`src/design/sequencer_slots_pkg.sv`:
```
package sequencer_slots_pkg;
  // slot register map
  localparam logic [7:0] FIRST_SLOT_ADDR = 8'h0f;
  localparam logic [7:0] TRIGGER_ADDR = 8'h0c;
  localparam logic [7:0] SLOT_SIX_ADDR = 8'h14;
  localparam logic [7:0] SLOT_SEVEN_ADDR = 8'h15;
  localparam logic [7:0] LAST_SLOT_ADDR = 8'h16;
  localparam int SLOT_COUNT = 8;
  // slot field layout
  localparam int DELAY_FLAG_BIT = 7;
  localparam int VALUE_MSB = 6;
  localparam logic [7:0] SLOT_RESET = 8'h00;
  // idle step timing
  localparam longint CLOCK_HZ = 20_000_000;
  localparam longint DELAY_STEP_MS = 10;
  localparam longint STEP_CYCLES = (CLOCK_HZ * DELAY_STEP_MS) / 1000;
  // sequencer states, one-hot
  typedef enum logic [3:0] {
    ST_IDLE = 4'b0001,
    ST_FETCH = 4'b0010,
    ST_PLAY = 4'b0100,
    ST_WAIT = 4'b1000
  } seq_state_t;
endpackage

```
`src/design/waveform_sequencer_slots.sv`:
```
`timescale 1ns/1ps
// Overview of operation
// flag set: slot value is idle time
// idle lasts value times 10 ms
// flag clear: slot value is effect index
// index selects library waveform by position
// trigger starts playback at first slot
// after each slot, advance to next slot
// stop at zero identifier or eighth slot
// flag and value read/write, reset zero
// prescaler makes 10 ms steps, counts down
module waveform_sequencer_slots
  import sequencer_slots_pkg::*;
#(
  parameter int STEP_LEN = int'(STEP_CYCLES)
)(
  input wire logic clock,
  input wire logic rst,
  input wire logic enable,
  input wire logic [7:0] reg_addr,
  input wire logic [7:0] reg_wdata,
  input wire logic reg_write,
  input wire logic reg_read,
  output logic [7:0] reg_rdata,
  input wire logic playback_trigger,
  input wire logic effect_done,
  output logic effect_start,
  output logic [6:0] effect_index,
  output logic engine_idling,
  output logic sequence_busy,
  output logic [2:0] slot_pointer
);

  //////////////////////////////////////////////////////////////////////
  // storage and state
  logic [7:0] slot_reg [SLOT_COUNT]; // all eight sequence slots
  seq_state_t state_reg; // sequencer state
  logic busy_reg; // sequence running, flop behind the busy pin
  logic [2:0] ptr_reg; // current slot position
  logic [6:0] delay_reg; // idle steps left
  logic [31:0] prescale_reg; // cycles left in this step
  logic effect_start_reg; // one-cycle effect launch
  logic [6:0] effect_index_reg; // library position to play
  logic [7:0] rdata_reg; // read data
  logic [7:0] cur_slot; // slot under the pointer
  logic slot_hit; // address falls on a slot
  logic [2:0] slot_sel; // slot chosen by address
  logic step_tick; // end of one idle step
  logic [7:0] addr_off; // address minus first slot

  // slot under the pointer
  assign cur_slot = slot_reg[ptr_reg];
  // address decode into slot position
  assign addr_off = reg_addr - FIRST_SLOT_ADDR;
  assign slot_hit = (reg_addr >= FIRST_SLOT_ADDR)
                    && (reg_addr <= LAST_SLOT_ADDR);
  assign slot_sel = addr_off[2:0];
  // prescaler expiry
  assign step_tick = (prescale_reg == 32'h0000_0000);

  //////////////////////////////////////////////////////////////////////
  // slot registers, host writes
  always_ff @(posedge clock or posedge rst)
  begin
    if (rst)
    begin
      for (int i = 0; i < SLOT_COUNT; i++)
        slot_reg[i] <= SLOT_RESET;
    end
    else if (enable && reg_write && slot_hit)
    begin
      slot_reg[slot_sel] <= reg_wdata;
    end
  end

  // read data, unmapped reads zero
  always_ff @(posedge clock or posedge rst)
  begin
    if (rst)
      rdata_reg <= 8'h00;
    else if (enable && reg_read)
    begin
      if (slot_hit)
        rdata_reg <= slot_reg[slot_sel];
      else
        rdata_reg <= 8'h00;
    end
  end

  //////////////////////////////////////////////////////////////////////
  // sequencer state and pointer
  always_ff @(posedge clock or posedge rst)
  begin
    if (rst)
    begin
      state_reg <= ST_IDLE;
      busy_reg <= 1'b0;
      ptr_reg <= 3'h0;
    end
    else if (enable)
    begin
      unique case (state_reg)
        ST_IDLE:
        begin
          // trigger starts at the first slot
          if (playback_trigger)
          begin
            ptr_reg <= 3'h0;
            state_reg <= ST_FETCH;
            busy_reg <= 1'b1;
          end
        end
        ST_FETCH:
        begin
          // zero identifier ends the sequence
          if (cur_slot[VALUE_MSB:0] == 7'h00)
          begin
            state_reg <= ST_IDLE;
            busy_reg <= 1'b0;
          end
          else if (cur_slot[DELAY_FLAG_BIT])
            state_reg <= ST_WAIT;
          else
            state_reg <= ST_PLAY;
        end
        ST_PLAY, ST_WAIT:
        begin
          // slot finished: advance or stop after the eighth
          if ((state_reg == ST_PLAY && effect_done)
              || (state_reg == ST_WAIT && step_tick
                  && delay_reg == 7'h01))
          begin
            if (ptr_reg == 3'h7)
            begin
              state_reg <= ST_IDLE;
              busy_reg <= 1'b0;
            end
            else
            begin
              ptr_reg <= ptr_reg + 3'h1;
              state_reg <= ST_FETCH;
            end
          end
        end
      endcase
    end
  end

  //////////////////////////////////////////////////////////////////////
  // idle timer: prescaler and step count
  always_ff @(posedge clock or posedge rst)
  begin
    if (rst)
    begin
      delay_reg <= 7'h00;
      prescale_reg <= 32'h0000_0000;
    end
    else if (enable)
    begin
      if (state_reg == ST_FETCH && cur_slot[DELAY_FLAG_BIT])
      begin
        delay_reg <= cur_slot[VALUE_MSB:0];
        prescale_reg <= 32'(STEP_LEN - 1);
      end
      else if (state_reg == ST_WAIT)
      begin
        if (step_tick)
        begin
          delay_reg <= delay_reg - 7'h01;
          prescale_reg <= 32'(STEP_LEN - 1);
        end
        else
          prescale_reg <= prescale_reg - 32'h0000_0001;
      end
    end
  end

  //////////////////////////////////////////////////////////////////////
  // effect launch toward the playback engine
  always_ff @(posedge clock or posedge rst)
  begin
    if (rst)
    begin
      effect_start_reg <= 1'b0;
      effect_index_reg <= 7'h00;
    end
    else if (enable)
    begin
      effect_start_reg <= 1'b0;
      if (state_reg == ST_FETCH && !cur_slot[DELAY_FLAG_BIT]
          && cur_slot[VALUE_MSB:0] != 7'h00)
      begin
        effect_start_reg <= 1'b1;
        effect_index_reg <= cur_slot[VALUE_MSB:0];
      end
    end
  end

  // outputs straight from flops
  assign reg_rdata = rdata_reg;
  assign effect_start = effect_start_reg;
  assign effect_index = effect_index_reg;
  assign engine_idling = state_reg[3]; // one-hot wait bit
  assign sequence_busy = busy_reg;
  assign slot_pointer = ptr_reg;

  //////////////////////////////////////////////////////////////////////
  // checks
  property p_wait_silent;
    @(posedge clock) disable iff (rst)
    (state_reg == ST_WAIT) |-> !effect_start_reg;
  endproperty
  a_wait_silent: assert property (p_wait_silent)
    else $error("effect launched during idle slot");

  property p_delay_load;
    @(posedge clock) disable iff (rst)
    (enable && state_reg == ST_FETCH && cur_slot[DELAY_FLAG_BIT]
     && cur_slot[VALUE_MSB:0] != 7'h00)
    |=> (state_reg == ST_WAIT)
        && (delay_reg == $past(cur_slot[VALUE_MSB:0]));
  endproperty
  a_delay_load: assert property (p_delay_load)
    else $error("idle step count not loaded from slot");

  property p_effect_launch;
    @(posedge clock) disable iff (rst)
    (enable && state_reg == ST_FETCH && !cur_slot[DELAY_FLAG_BIT]
     && cur_slot[VALUE_MSB:0] != 7'h00)
    |=> effect_start_reg && (state_reg == ST_PLAY);
  endproperty
  a_effect_launch: assert property (p_effect_launch)
    else $error("effect slot did not launch");

  property p_effect_index;
    @(posedge clock) disable iff (rst)
    $rose(effect_start_reg)
    |-> effect_index_reg == $past(cur_slot[VALUE_MSB:0]);
  endproperty
  a_effect_index: assert property (p_effect_index)
    else $error("effect index differs from slot value");

  property p_trigger_start;
    @(posedge clock) disable iff (rst)
    (enable && state_reg == ST_IDLE && playback_trigger)
    |=> (state_reg == ST_FETCH) && (ptr_reg == 3'h0);
  endproperty
  a_trigger_start: assert property (p_trigger_start)
    else $error("trigger did not start at first slot");

  property p_advance;
    @(posedge clock) disable iff (rst)
    (enable && state_reg == ST_PLAY && effect_done && ptr_reg != 3'h7)
    |=> (ptr_reg == $past(ptr_reg) + 3'h1) && (state_reg == ST_FETCH);
  endproperty
  a_advance: assert property (p_advance)
    else $error("sequencer did not advance to next slot");

  property p_stop;
    @(posedge clock) disable iff (rst)
    (enable && ((state_reg == ST_FETCH && cur_slot[VALUE_MSB:0] == 7'h00)
     || (state_reg == ST_PLAY && effect_done && ptr_reg == 3'h7)))
    |=> state_reg == ST_IDLE;
  endproperty
  a_stop: assert property (p_stop)
    else $error("sequence did not end");

  property p_readback;
    @(posedge clock) disable iff (rst)
    (enable && reg_write && slot_hit && !(reg_read))
    ##1 (enable && reg_read && !reg_write
         && reg_addr == $past(reg_addr))
    |=> reg_rdata == $past(reg_wdata, 2);
  endproperty
  a_readback: assert property (p_readback)
    else $error("slot readback differs from write");

  property p_step_tick;
    @(posedge clock) disable iff (rst)
    (enable && state_reg == ST_WAIT && !step_tick)
    |=> delay_reg == $past(delay_reg);
  endproperty
  a_step_tick: assert property (p_step_tick)
    else $error("idle count moved before step end");

endmodule // waveform_sequencer_slots

```
`config.mk`:
```
export PLATFORM = sky130hd
export DESIGN_NAME = waveform_sequencer_slots
export DESIGN_NICKNAME = d
export VERILOG_FILES = /design/src/design/sequencer_slots_pkg.sv /design/src/design/waveform_sequencer_slots.sv
export SDC_FILE = /design/constraint.sdc
export NUM_CORES = 1
export LEC_CHECK = 0
export BUFFER_PORTS_ARGS = -buffer_cell sky130_fd_sc_hd__buf_4
export CAP_MARGIN = 0
export CORE_ASPECT_RATIO = 1.4
export CORE_UTILIZATION = 61
export DETAILED_ROUTE_END_ITERATION = 7
export PLACE_DENSITY = 0.8
export SETUP_SLACK_MARGIN = 0.4
export SLEW_MARGIN = 20
export SYNTH_ARGS = -nofsm -noshare
export SYNTH_HDL_FRONTEND = slang
export SYNTH_SLANG_ARGS = --single-unit
```
`constraint.sdc`:
```
create_clock -name clock -period 4.8 [get_ports clock]
set_clock_uncertainty 0.2 [all_clocks]
set_input_delay 0.48 -clock clock [delete_from_list [all_inputs] [get_ports clock]]
set_output_delay 0.48 -clock clock [all_outputs]
set_load 0.02 [all_outputs]
```
==> results of run 1 <==
-- final timing paths --
path                            slack, ns        startpoint          endpoint  cells after the start
min in group asynchronous            0.49               rst   slot_pointer[1]                      3
worst max-delay path                 1.06  prescale_reg[26]   effect_index[5]                      6
worst min-delay path                 0.15      reg_wdata[6]      slot_reg[62]                      2
worst max register to register       1.06  prescale_reg[26]   effect_index[5]                      6
max in group asynchronous            2.94               rst  prescale_reg[22]                      4
worst min register to register       0.30      reg_rdata[2]      reg_rdata[2]                      2
-- layer usage --
metal | vias up | wire [µm] | GRT usage (%)
met5 | - | 0 | 0
met4 | 0 | 663 | 16.2
met3 | 54 | 750 | 6.18
met2 | 181 | 8950 | 57.1
met1 | 2550 | 6380 | 34.5
li1 | 2215 | - | -
-- critical path: stages, from the launching register on --
cell	delay, ns
dfrtp_1	0.42
or4_4	0.58
or4_4	0.55
nor4_2	0.27
o211ai_1	0.34
or4b_1	0.86
mux2_4	0.40
-- layout make-up --
cell class                 count  share of cell area [%]
tap                          141                    2.25
clock buffer                  17                    5.44
sequential                   127                    40.6
clock inverter                15                    1.87
timing repair buffer          52                    5.02
inverter                      14                   0.704
multi-input combinational    400                    44.1
-- synth_stat cells, types with 3 or more instances --
cell type / number / area share [%]
xor2_1: 13 / 1.7
ha_1: 8 / 1.5
o31ai_1: 5 / 0.55
buf_2: 5 / 0.37
o21ai_0: 24 / 1.8
nor3b_1: 4 / 0.44
o22ai_1: 4 / 0.37
or4_1: 6 / 0.66
mux4_2: 30 / 9.9
nand3_1: 10 / 0.74
nand2b_1: 8 / 0.74
dfrtp_1: 126 / 46
mux2i_1: 14 / 2.1
nor3_1: 9 / 0.66
a21boi_0: 3 / 0.33
clkbuf_1: 21 / 1.2
xnor2_1: 7 / 0.90
nor2_1: 28 / 1.5
inv_1: 14 / 0.77
nand4b_1: 3 / 0.39
a21oi_1: 22 / 1.6
or3_1: 8 / 0.74
nand4_1: 12 / 1.1
or2_2: 4 / 0.37
nand2_1: 45 / 2.5
nor4b_1: 7 / 0.90
mux2_2: 73 / 12
a22o_1: 5 / 0.64
mux2_4: 7 / 1.5
nor4_1: 9 / 0.83
-- cells by family (layout without fill, tap and decap cells) --
| family | after synthesis | count (layout) | synth area share, % |
|---|---|---|---|
| AO/OA/AOI/OAI | 79 | 79 | 7.28 |
| XOR/XNOR | 20 | 20 | 2.58 |
| adder cells (fa/ha/maj) | 8 | 8 | 1.47 |
| buffers and inverters | 43 | 98 | 2.52 |
| flip-flops | 127 | 127 | 46.8 |
| multiplexers | 124 | 124 | 25.7 |
| AND/OR/NAND/NOR | 169 | 169 | 13.7 |
-- report_power, final --
part / switching, µW / internal [µW]
clock: 524 / 726
sequential: 195 / 1220
combinational: 477 / 364
total: 1200 / 2310
-- per-stage QoR --
stage	utilization, %	cell area (µm²)
finish	72.0	7830
global route	72.0	7830
CTS	72.0	7830
detailed placement	66.7	7240
global placement	66.7	7240
floorplan	-	6790
==> impl_metrics.toml, run 1 <==
[final_layout]
fillers = 737
final_cell_mix = "126 x dfrtp_1, 73 x mux2_2, 51 x buf_4"
diodes = 0
drive_above_1_share_pct = 33.4
multiInputGateArea_um2 = 3450
regArea_um2 = 3180
layout_commonest_cell = "dfrtp_1"
largest_reg_flops = 64
syn_to_final_growth_pct = 15.2
fin_cells = 766
nNetsFinal = 643

[detailed_routing]
drt-total-wl_um = 16700
vias = 5000
dr.pass1.iters = 5
initialDrtViolationCount = 283
detail-route-antenna-nets = 0
drc = 0
wire_per_inst_um = 21.9
vias_per_cell = 6.53

[sta]
hold_viol_final = 0
tns_ns = 0
relSlewSlack_pct = 33.0
finalCriticalPeriod_ns = 3.74
slew_viol_final = 0
tightestPinTransition_ns = 1.01
finalHoldWorstSlack_ns = 0.151
worst_slack_ns = 1.06
period_share_pct = 77.8
finalSetupViolCount = 0
fmax_mhz = 268
rsz0062_at_grt = "false"

[clocking]
htreeDepth = 4
clk_pin_slew_ns = 0.07
clock_latency_ns = 0.42
cts_hold_buf = 1
root_buffer = "clkbuf_16"
clock-sinks = 127
cts_buffers = 17
clockBufferDepth = 2
cts_tree = "built"
post_cts_resized = 0
post_cts_buffers = 0

[hold_path]
hp-class = "in2reg"

[floorplanning]
dieArea_um2 = 11600
die_y_um = 127
die_w_um = 91.2
io_pins = 44
initial_core_util_pct = 62.5
rows = 45
core_region_area_um2 = 10900

[global_route]
grt_max_degree = 48
grt_pass1_vias = 5284
grt-ovfl-total = 0
grt_pass1_wl_um = 27400
antenna_found_initial = 0
gr-usage-all-layers_pct = 31.4

[yosys]
yosys_warnings = 0
synth_seq_cells = 127
synth_cells = 570
synthFlopType = "dfrtp_1"
syn_area_um2 = 6790
async_reset_ff_share_pct = 100
synth_edf_count = 0
synth_nets = 601
seq_area_frac_synth_pct = 46.8
synth.avg_cell_area_um2 = 11.9
synth_cell_types = 57

[placement]
pre_cts_slack_ns = 1.10
port-buffer-count = 43
place_inst = 733
globalplace.congestion = 0.846
hpwlAfterDp_um = 11200

[critical_path]
cp_max_fo = 13
worstSetupPathType = "reg2reg"
start_kind = "flop"
arrival_ns = 3.83
critPathRequiredTime_ns = 4.90
cp-end-kind = "flop"

[pwr]
p_per_area_nw_per_um2 = 448
p_leak_uw = 0.00368
peakVddDrop_v = 0.000257
total_power_uw = 3500

[job]
max_cap_viol_count = 0

[run_status]
status = "complete, no violations"
(Power assumes the default switching activity.)
==> inputs of run 2 (changes only) <==
==> constraint.sdc (replaced) <==
create_clock -name clock -period 3.9 [get_ports clock]
set_clock_uncertainty 0.2 [all_clocks]
set_input_delay 0.39 -clock clock [delete_from_list [all_inputs] [get_ports clock]]
set_output_delay 0.39 -clock clock [all_outputs]
set_load 0.02 [all_outputs]
==> impl_metrics.toml, run 2 (same netlist as run 1, synthesis figures left out) <==
[global_route]
gr-usage-all-layers_pct = 31.8
antenna_found_initial = 0
grt_pass1_wl_um = 27900
grt-ovfl-total = 0
grt_max_degree = 84
grt_pass1_vias = 5359

[floorplanning]
initial_core_util_pct = 62.5
io_pins = 44
core_region_area_um2 = 10900
die_y_um = 127
rows = 45
dieArea_um2 = 11600
die_w_um = 91.2

[sta]
tightestPinTransition_ns = 0.920
period_share_pct = 84.5
tns_ns = 0
slew_viol_final = 0
rsz0062_at_grt = "false"
fmax_mhz = 304
worst_slack_ns = 0.606
hold_viol_final = 0
finalSetupViolCount = 0
finalCriticalPeriod_ns = 3.29
relSlewSlack_pct = 37.8
finalHoldWorstSlack_ns = 0.0659

[final_layout]
fillers = 712
nNetsFinal = 653
layout_commonest_cell = "dfrtp_1"
postLayoutCoreUtil_pct = 72.9
largest_reg_flops = 64
drive_above_1_share_pct = 34.1
diodes = 0
final_cell_mix = "126 x dfrtp_1, 73 x mux2_2, 60 x buf_4"
syn_to_final_growth_pct = 16.7

[placement]
hpwlAfterDp_um = 11400
globalplace.congestion = 0.851
pre_cts_slack_ns = 0.507
port-buffer-count = 43

[clocking]
cts_buffers = 17
cts_tree = "built"
clock_latency_ns = 0.41
clock-sinks = 127
root_buffer = "clkbuf_16"
clk_pin_slew_ns = 0.06
htreeDepth = 4
clockBufferDepth = 2

[critical_path]
cp_max_fo = 9
cp-end-kind = "flop"
worstSetupPathType = "reg2reg"
critPathRequiredTime_ns = 3.99
start_kind = "flop"
arrival_ns = 3.39
ff2ff_setup_slack_ns = 0.61

[detailed_routing]
drc = 0
vias_per_cell = 6.55
detail-route-antenna-nets = 0
vias = 5074
initialDrtViolationCount = 390
wire_per_inst_um = 22.2
drt-total-wl_um = 17200
dr.pass1.iters = 5

[run_status]
status = "complete, no violations"

[pwr]
peakVddDrop_v = 0.000363
p_leak_uw = 0.00374
p_per_area_nw_per_um2 = 553

[hold_path]
hp-class = "in2reg"

[job]
max_cap_viol_count = 0
[run 2: cell types whose count changed in the layout (fill, tap and decap cells not counted), sizes merged]
cell / delta
buf: +10
inv: -9
clkbuf: +3
clkinvlp: +1
clkinv: +2
bufinv: +2
[run 2: metal layers]
metal	GRT usage, %	routed length, µm
met1	36.1	6270
met2	57.8	9460
met3	4.86	799
met4	16.5	654
met5	0	0
[run 2: worst max-delay path, stage by stage (launching register included)]
cell and delay (ns):
dfrtp_1 0.42, or4_4 0.58, or4_4 0.55, nor4_2 0.30, o211ai_1 0.15, or4b_4 0.63, mux2_4 0.34
[run 2: power by group]
part / internal, µW / switching [µW] / total, µW / leakage, µW
clock network: 997 / 577 / 1570 / 0.000280
logic: 468 / 615 / 1080 / 0.00172
registers: 1500 / 223 / 1720 / 0.00173
[run 2: cell type report]
cell class	count	area, µm²	share of cell area (%)
Sequential cell	127	3180	40.1
Timing Repair Buffer	62	480	6.06
Inverter	14	56.3	0.710
Clock buffer	20	437	5.51
Tap cell	141	176	2.23
Clock inverter	11	143	1.80
Multi-Input combinational cell	400	3450	43.6
[run 2: path summary, 6_finish.rpt]
check                                       from               to  cells after the start
worst min-delay path                reg_wdata[5]     slot_reg[13]                      2
worst max register to register  prescale_reg[26]  effect_index[3]                      6
worst min register to register      reg_rdata[3]     reg_rdata[3]                      2
worst max-delay path            prescale_reg[26]  effect_index[3]                      6
max in group asynchronous                    rst  prescale_reg[6]                      4
min in group asynchronous                    rst      slot_reg[1]                      3
[run 2: timing repair]
| item | CTS | global route |
|---|---|---|
| hold endpoints to repair | 38 | 0 |
| resized for setup | 0 | 1 |
| hold buffers | 1 | 0 |
| setup endpoints to repair | 0 | 7 |
| buffers inserted | 0 | 0 |
[run 2: per-stage QoR]
stage                     total power, µW  instance area (µm²)  instances
after floorplan                      2470                 6800        570
after global placement               2740                 7330        743
after detailed placement             2790                 7330        743
after CTS                            4370                 7920        775
after global routing                 4580                 7930        775
final                                4380                 7930        775
==> inputs of run 3 (changes only) <==
--- a/config.mk
+++ b/config.mk
@@ -5,12 +5,13 @@
 export SDC_FILE = /design/constraint.sdc
 export NUM_CORES = 1
 export LEC_CHECK = 0
+export ABC_AREA = 1
 export BUFFER_PORTS_ARGS = -buffer_cell sky130_fd_sc_hd__buf_4
 export CAP_MARGIN = 0
 export CORE_ASPECT_RATIO = 1.4
-export CORE_UTILIZATION = 61
+export CORE_UTILIZATION = 62
 export DETAILED_ROUTE_END_ITERATION = 7
-export PLACE_DENSITY = 0.8
+export PLACE_DENSITY = 0.81
 export SETUP_SLACK_MARGIN = 0.4
 export SLEW_MARGIN = 20
 export SYNTH_ARGS = -nofsm -noshare
==> constraint.sdc (replaced) <==
create_clock -name clock -period 3.1 [get_ports clock]
set_clock_uncertainty 0.2 [all_clocks]
set_input_delay 0.31 -clock clock [delete_from_list [all_inputs] [get_ports clock]]
set_output_delay 0.31 -clock clock [all_outputs]
set_load 0.02 [all_outputs]
==> impl_metrics.toml, run 3 <==
[run_status]
status = "complete, no violations"

[detailed_routing]
drc = 0
wire_per_inst_um = 16.9
initialDrtViolationCount = 514
drt-total-wl_um = 21600
detail-route-antenna-nets = 0
vias = 7260
dr.pass1.iters = 6
vias_per_cell = 5.68

[yosys]
yosysMostFrequentCell = "nand2_1"
synth_nets = 1115
seq_area_frac_synth_pct = 41.4
synth_common_cells = "349 x nand2_1, 126 x dfrtp_1, 119 x inv_1, 106 x nor2_1, 91 x o21ai_0"
synth_area_leaders = "dfrtp_1 41%, nand2_1 17%, o21ai_0 5.9%, inv_1 5.8%, nor2_1 5.2%"
yosys_warnings = 0
synth_cells = 1084
synth_edf_count = 0
synth.avg_cell_area_um2 = 7.09
synth_seq_cells = 127
synth_cell_types = 43
async_reset_ff_share_pct = 100
synth-simple-area-share_pct = 34.5
yosysTopAreaCellShare_pct = 41.0
synth_fa_ha_area_share_pct = 1.30
synthMuxAreaShare_pct = 0
synth_compound_area_share_pct = 12.1
synthFlopType = "dfrtp_1"
synth_top_family_by_area = "simple AND/OR/NAND/NOR gates"
syn_area_um2 = 7690
synth-xor-area-share_pct = 1.58
synth_top_area_cell = "dfrtp_1"

[sta]
finalSetupViolCount = 0
fmax_mhz = 411
hold_viol_final = 0
rsz0062_at_grt = "false"
slew_viol_final = 0
finalCriticalPeriod_ns = 2.43
relSlewSlack_pct = 60.3
tightestPinTransition_ns = 0.593
period_share_pct = 78.5
finalHoldWorstSlack_ns = 0.0529
tns_ns = 0

[final_layout]
regArea_um2 = 3180
diodes = 0
final_cell_mix = "349 x nand2_1, 126 x dfrtp_1, 118 x inv_1"
syn_to_final_growth_pct = 12.6
layout_commonest_cell = "nand2_1"
fillers = 1034
multiInputGateArea_um2 = 3800
nNetsFinal = 1150
fin_area_um2 = 8660
drive_above_1_share_pct = 11.0
largest_reg_flops = 64

[clocking]
clock_latency_ns = 0.42
root_buffer = "clkbuf_16"
clock-sinks = 127
htreeDepth = 4
clockBufferDepth = 2
cts_tree = "built"
cts_buffers = 17
clk_pin_slew_ns = 0.06
post_cts_buffers = 0

[hold_path]
hp-class = "in2reg"
holdPathStages = 2

[critical_path]
rr_startpoint = "slot_pointer[0]"
r2r-end = "delay_reg[0]"
crit_slowest_cell = "dfrtp_1"
critPathMaxStageDelay_ns = 0.36
start_kind = "flop"
startpoint = "slot_pointer[0]"
path_cells = "clkinv_2 > a21oi_1 > o21ai_1 > nand3_1 > nand3_2 > nand2_1 > nand2_1 > inv_2 > nand2_4 > nand2_1 > nand2_1"
crit_path_end = "delay_reg[0]"
cp-end-kind = "flop"
worst_path_most_repeated_cell = "nand2_1"
arrival_ns = 2.54
critPathRequiredTime_ns = 3.21
ff2ff_setup_slack_ns = 0.67
cp_max_fo = 26
reg2reg_depth = 11
worstSetupPathType = "reg2reg"

[floorplanning]
die_w_um = 96.1
initial_core_util_pct = 64.4
rows = 47
die_y_um = 134
dieArea_um2 = 12900
io_pins = 44
core_region_area_um2 = 11900

[pwr]
total_power_uw = 5150
p_per_area_nw_per_um2 = 594
p_leak_uw = 0.00440
peakVddDrop_v = 0.000513

[global_route]
grt_pass1_vias = 6791
grt_max_degree = 65
antenna_found_initial = 0
grt-ovfl-total = 0
grt_pass1_wl_um = 34300
gr-usage-all-layers_pct = 35.8

[placement]
port-buffer-count = 43
hpwlAfterDp_um = 15300
dpl_cell_area_um2 = 8050
globalplace.congestion = 0.896

[job]
max_cap_viol_count = 0
[run 3: cell count changes after synthesis, sizes merged, moves of 56 or more]
cell and change:
inv +111, mux2 -80, nand2 +313, nand3 +56, nor2 +87, o21ai +106
[run 3: repair_timing]
item / CTS / global route
hold buffers: 1 / 0
resized for setup: 0 / 2
hold endpoints to repair: 21 / 0
endpoints found under the setup margin: 0 / 4
[run 3: cell type report]
type / count / share of cell area, %
clock buffer: 20 / 5.28
clock inverter: 12 / 1.56
inverter: 126 / 5.52
multi-input combinational: 793 / 43.9
sequential: 127 / 36.7
tap: 147 / 2.12
timing repair buffer: 54 / 4.90
[run 3: power by group]
part           total, µW  leakage, µW  internal [µW]  switching [µW]
Clock               2000     0.000284           1230             773
Combinational       1220      0.00239            381             841
Sequential          1920      0.00173           1810             112
[run 3: how the worst min path moves through the flow]
stage / from / slack, ns / end
floorplan: delay_reg[1] / 0.24 / delay_reg[1]
global placement: rst / 0.17 / slot_reg[39]
detailed placement: rst / 0.17 / slot_reg[39]
CTS: enable / 0.06 / effect_start
global route: enable / 0.06 / effect_start
finish: enable / 0.05 / effect_start
[run 3: metrics by stage]
step                      utilization (%)  setup slack (ns)  std cells
after floorplan                         -             0.990       1084
after global placement               67.4             0.470       1246
after detailed placement             67.4             0.433       1246
after CTS                            72.5             0.583       1279
after global routing                 72.5             0.453       1279
final                                72.5             0.666       1279
[run 3: cells by family after synthesis]
family,Yosys count
DFF,127
and+or+nand+nor,598
buffers and inverters,164
AOI/OAI and AO/OA,174
adders and majority gates,8
xor gates and xnor gates,13
[run 3: critical path: cells and delay by family (launching register included)]
kind | cells | cell delay, ns
compound gates | 2 | 0.32
buf+inv | 2 | 0.67
simple gates | 7 | 0.77
flops | 1 | 0.36
[run 3: metal layers]
metal	part of all wire, %	global-route usage (%)	up-vias
met4	3.6	13.6	0
met2	52	63.0	261
met5	0	0	-
met1	39	42.9	3370
li1	-	-	3562
met3	5.9	5.94	67
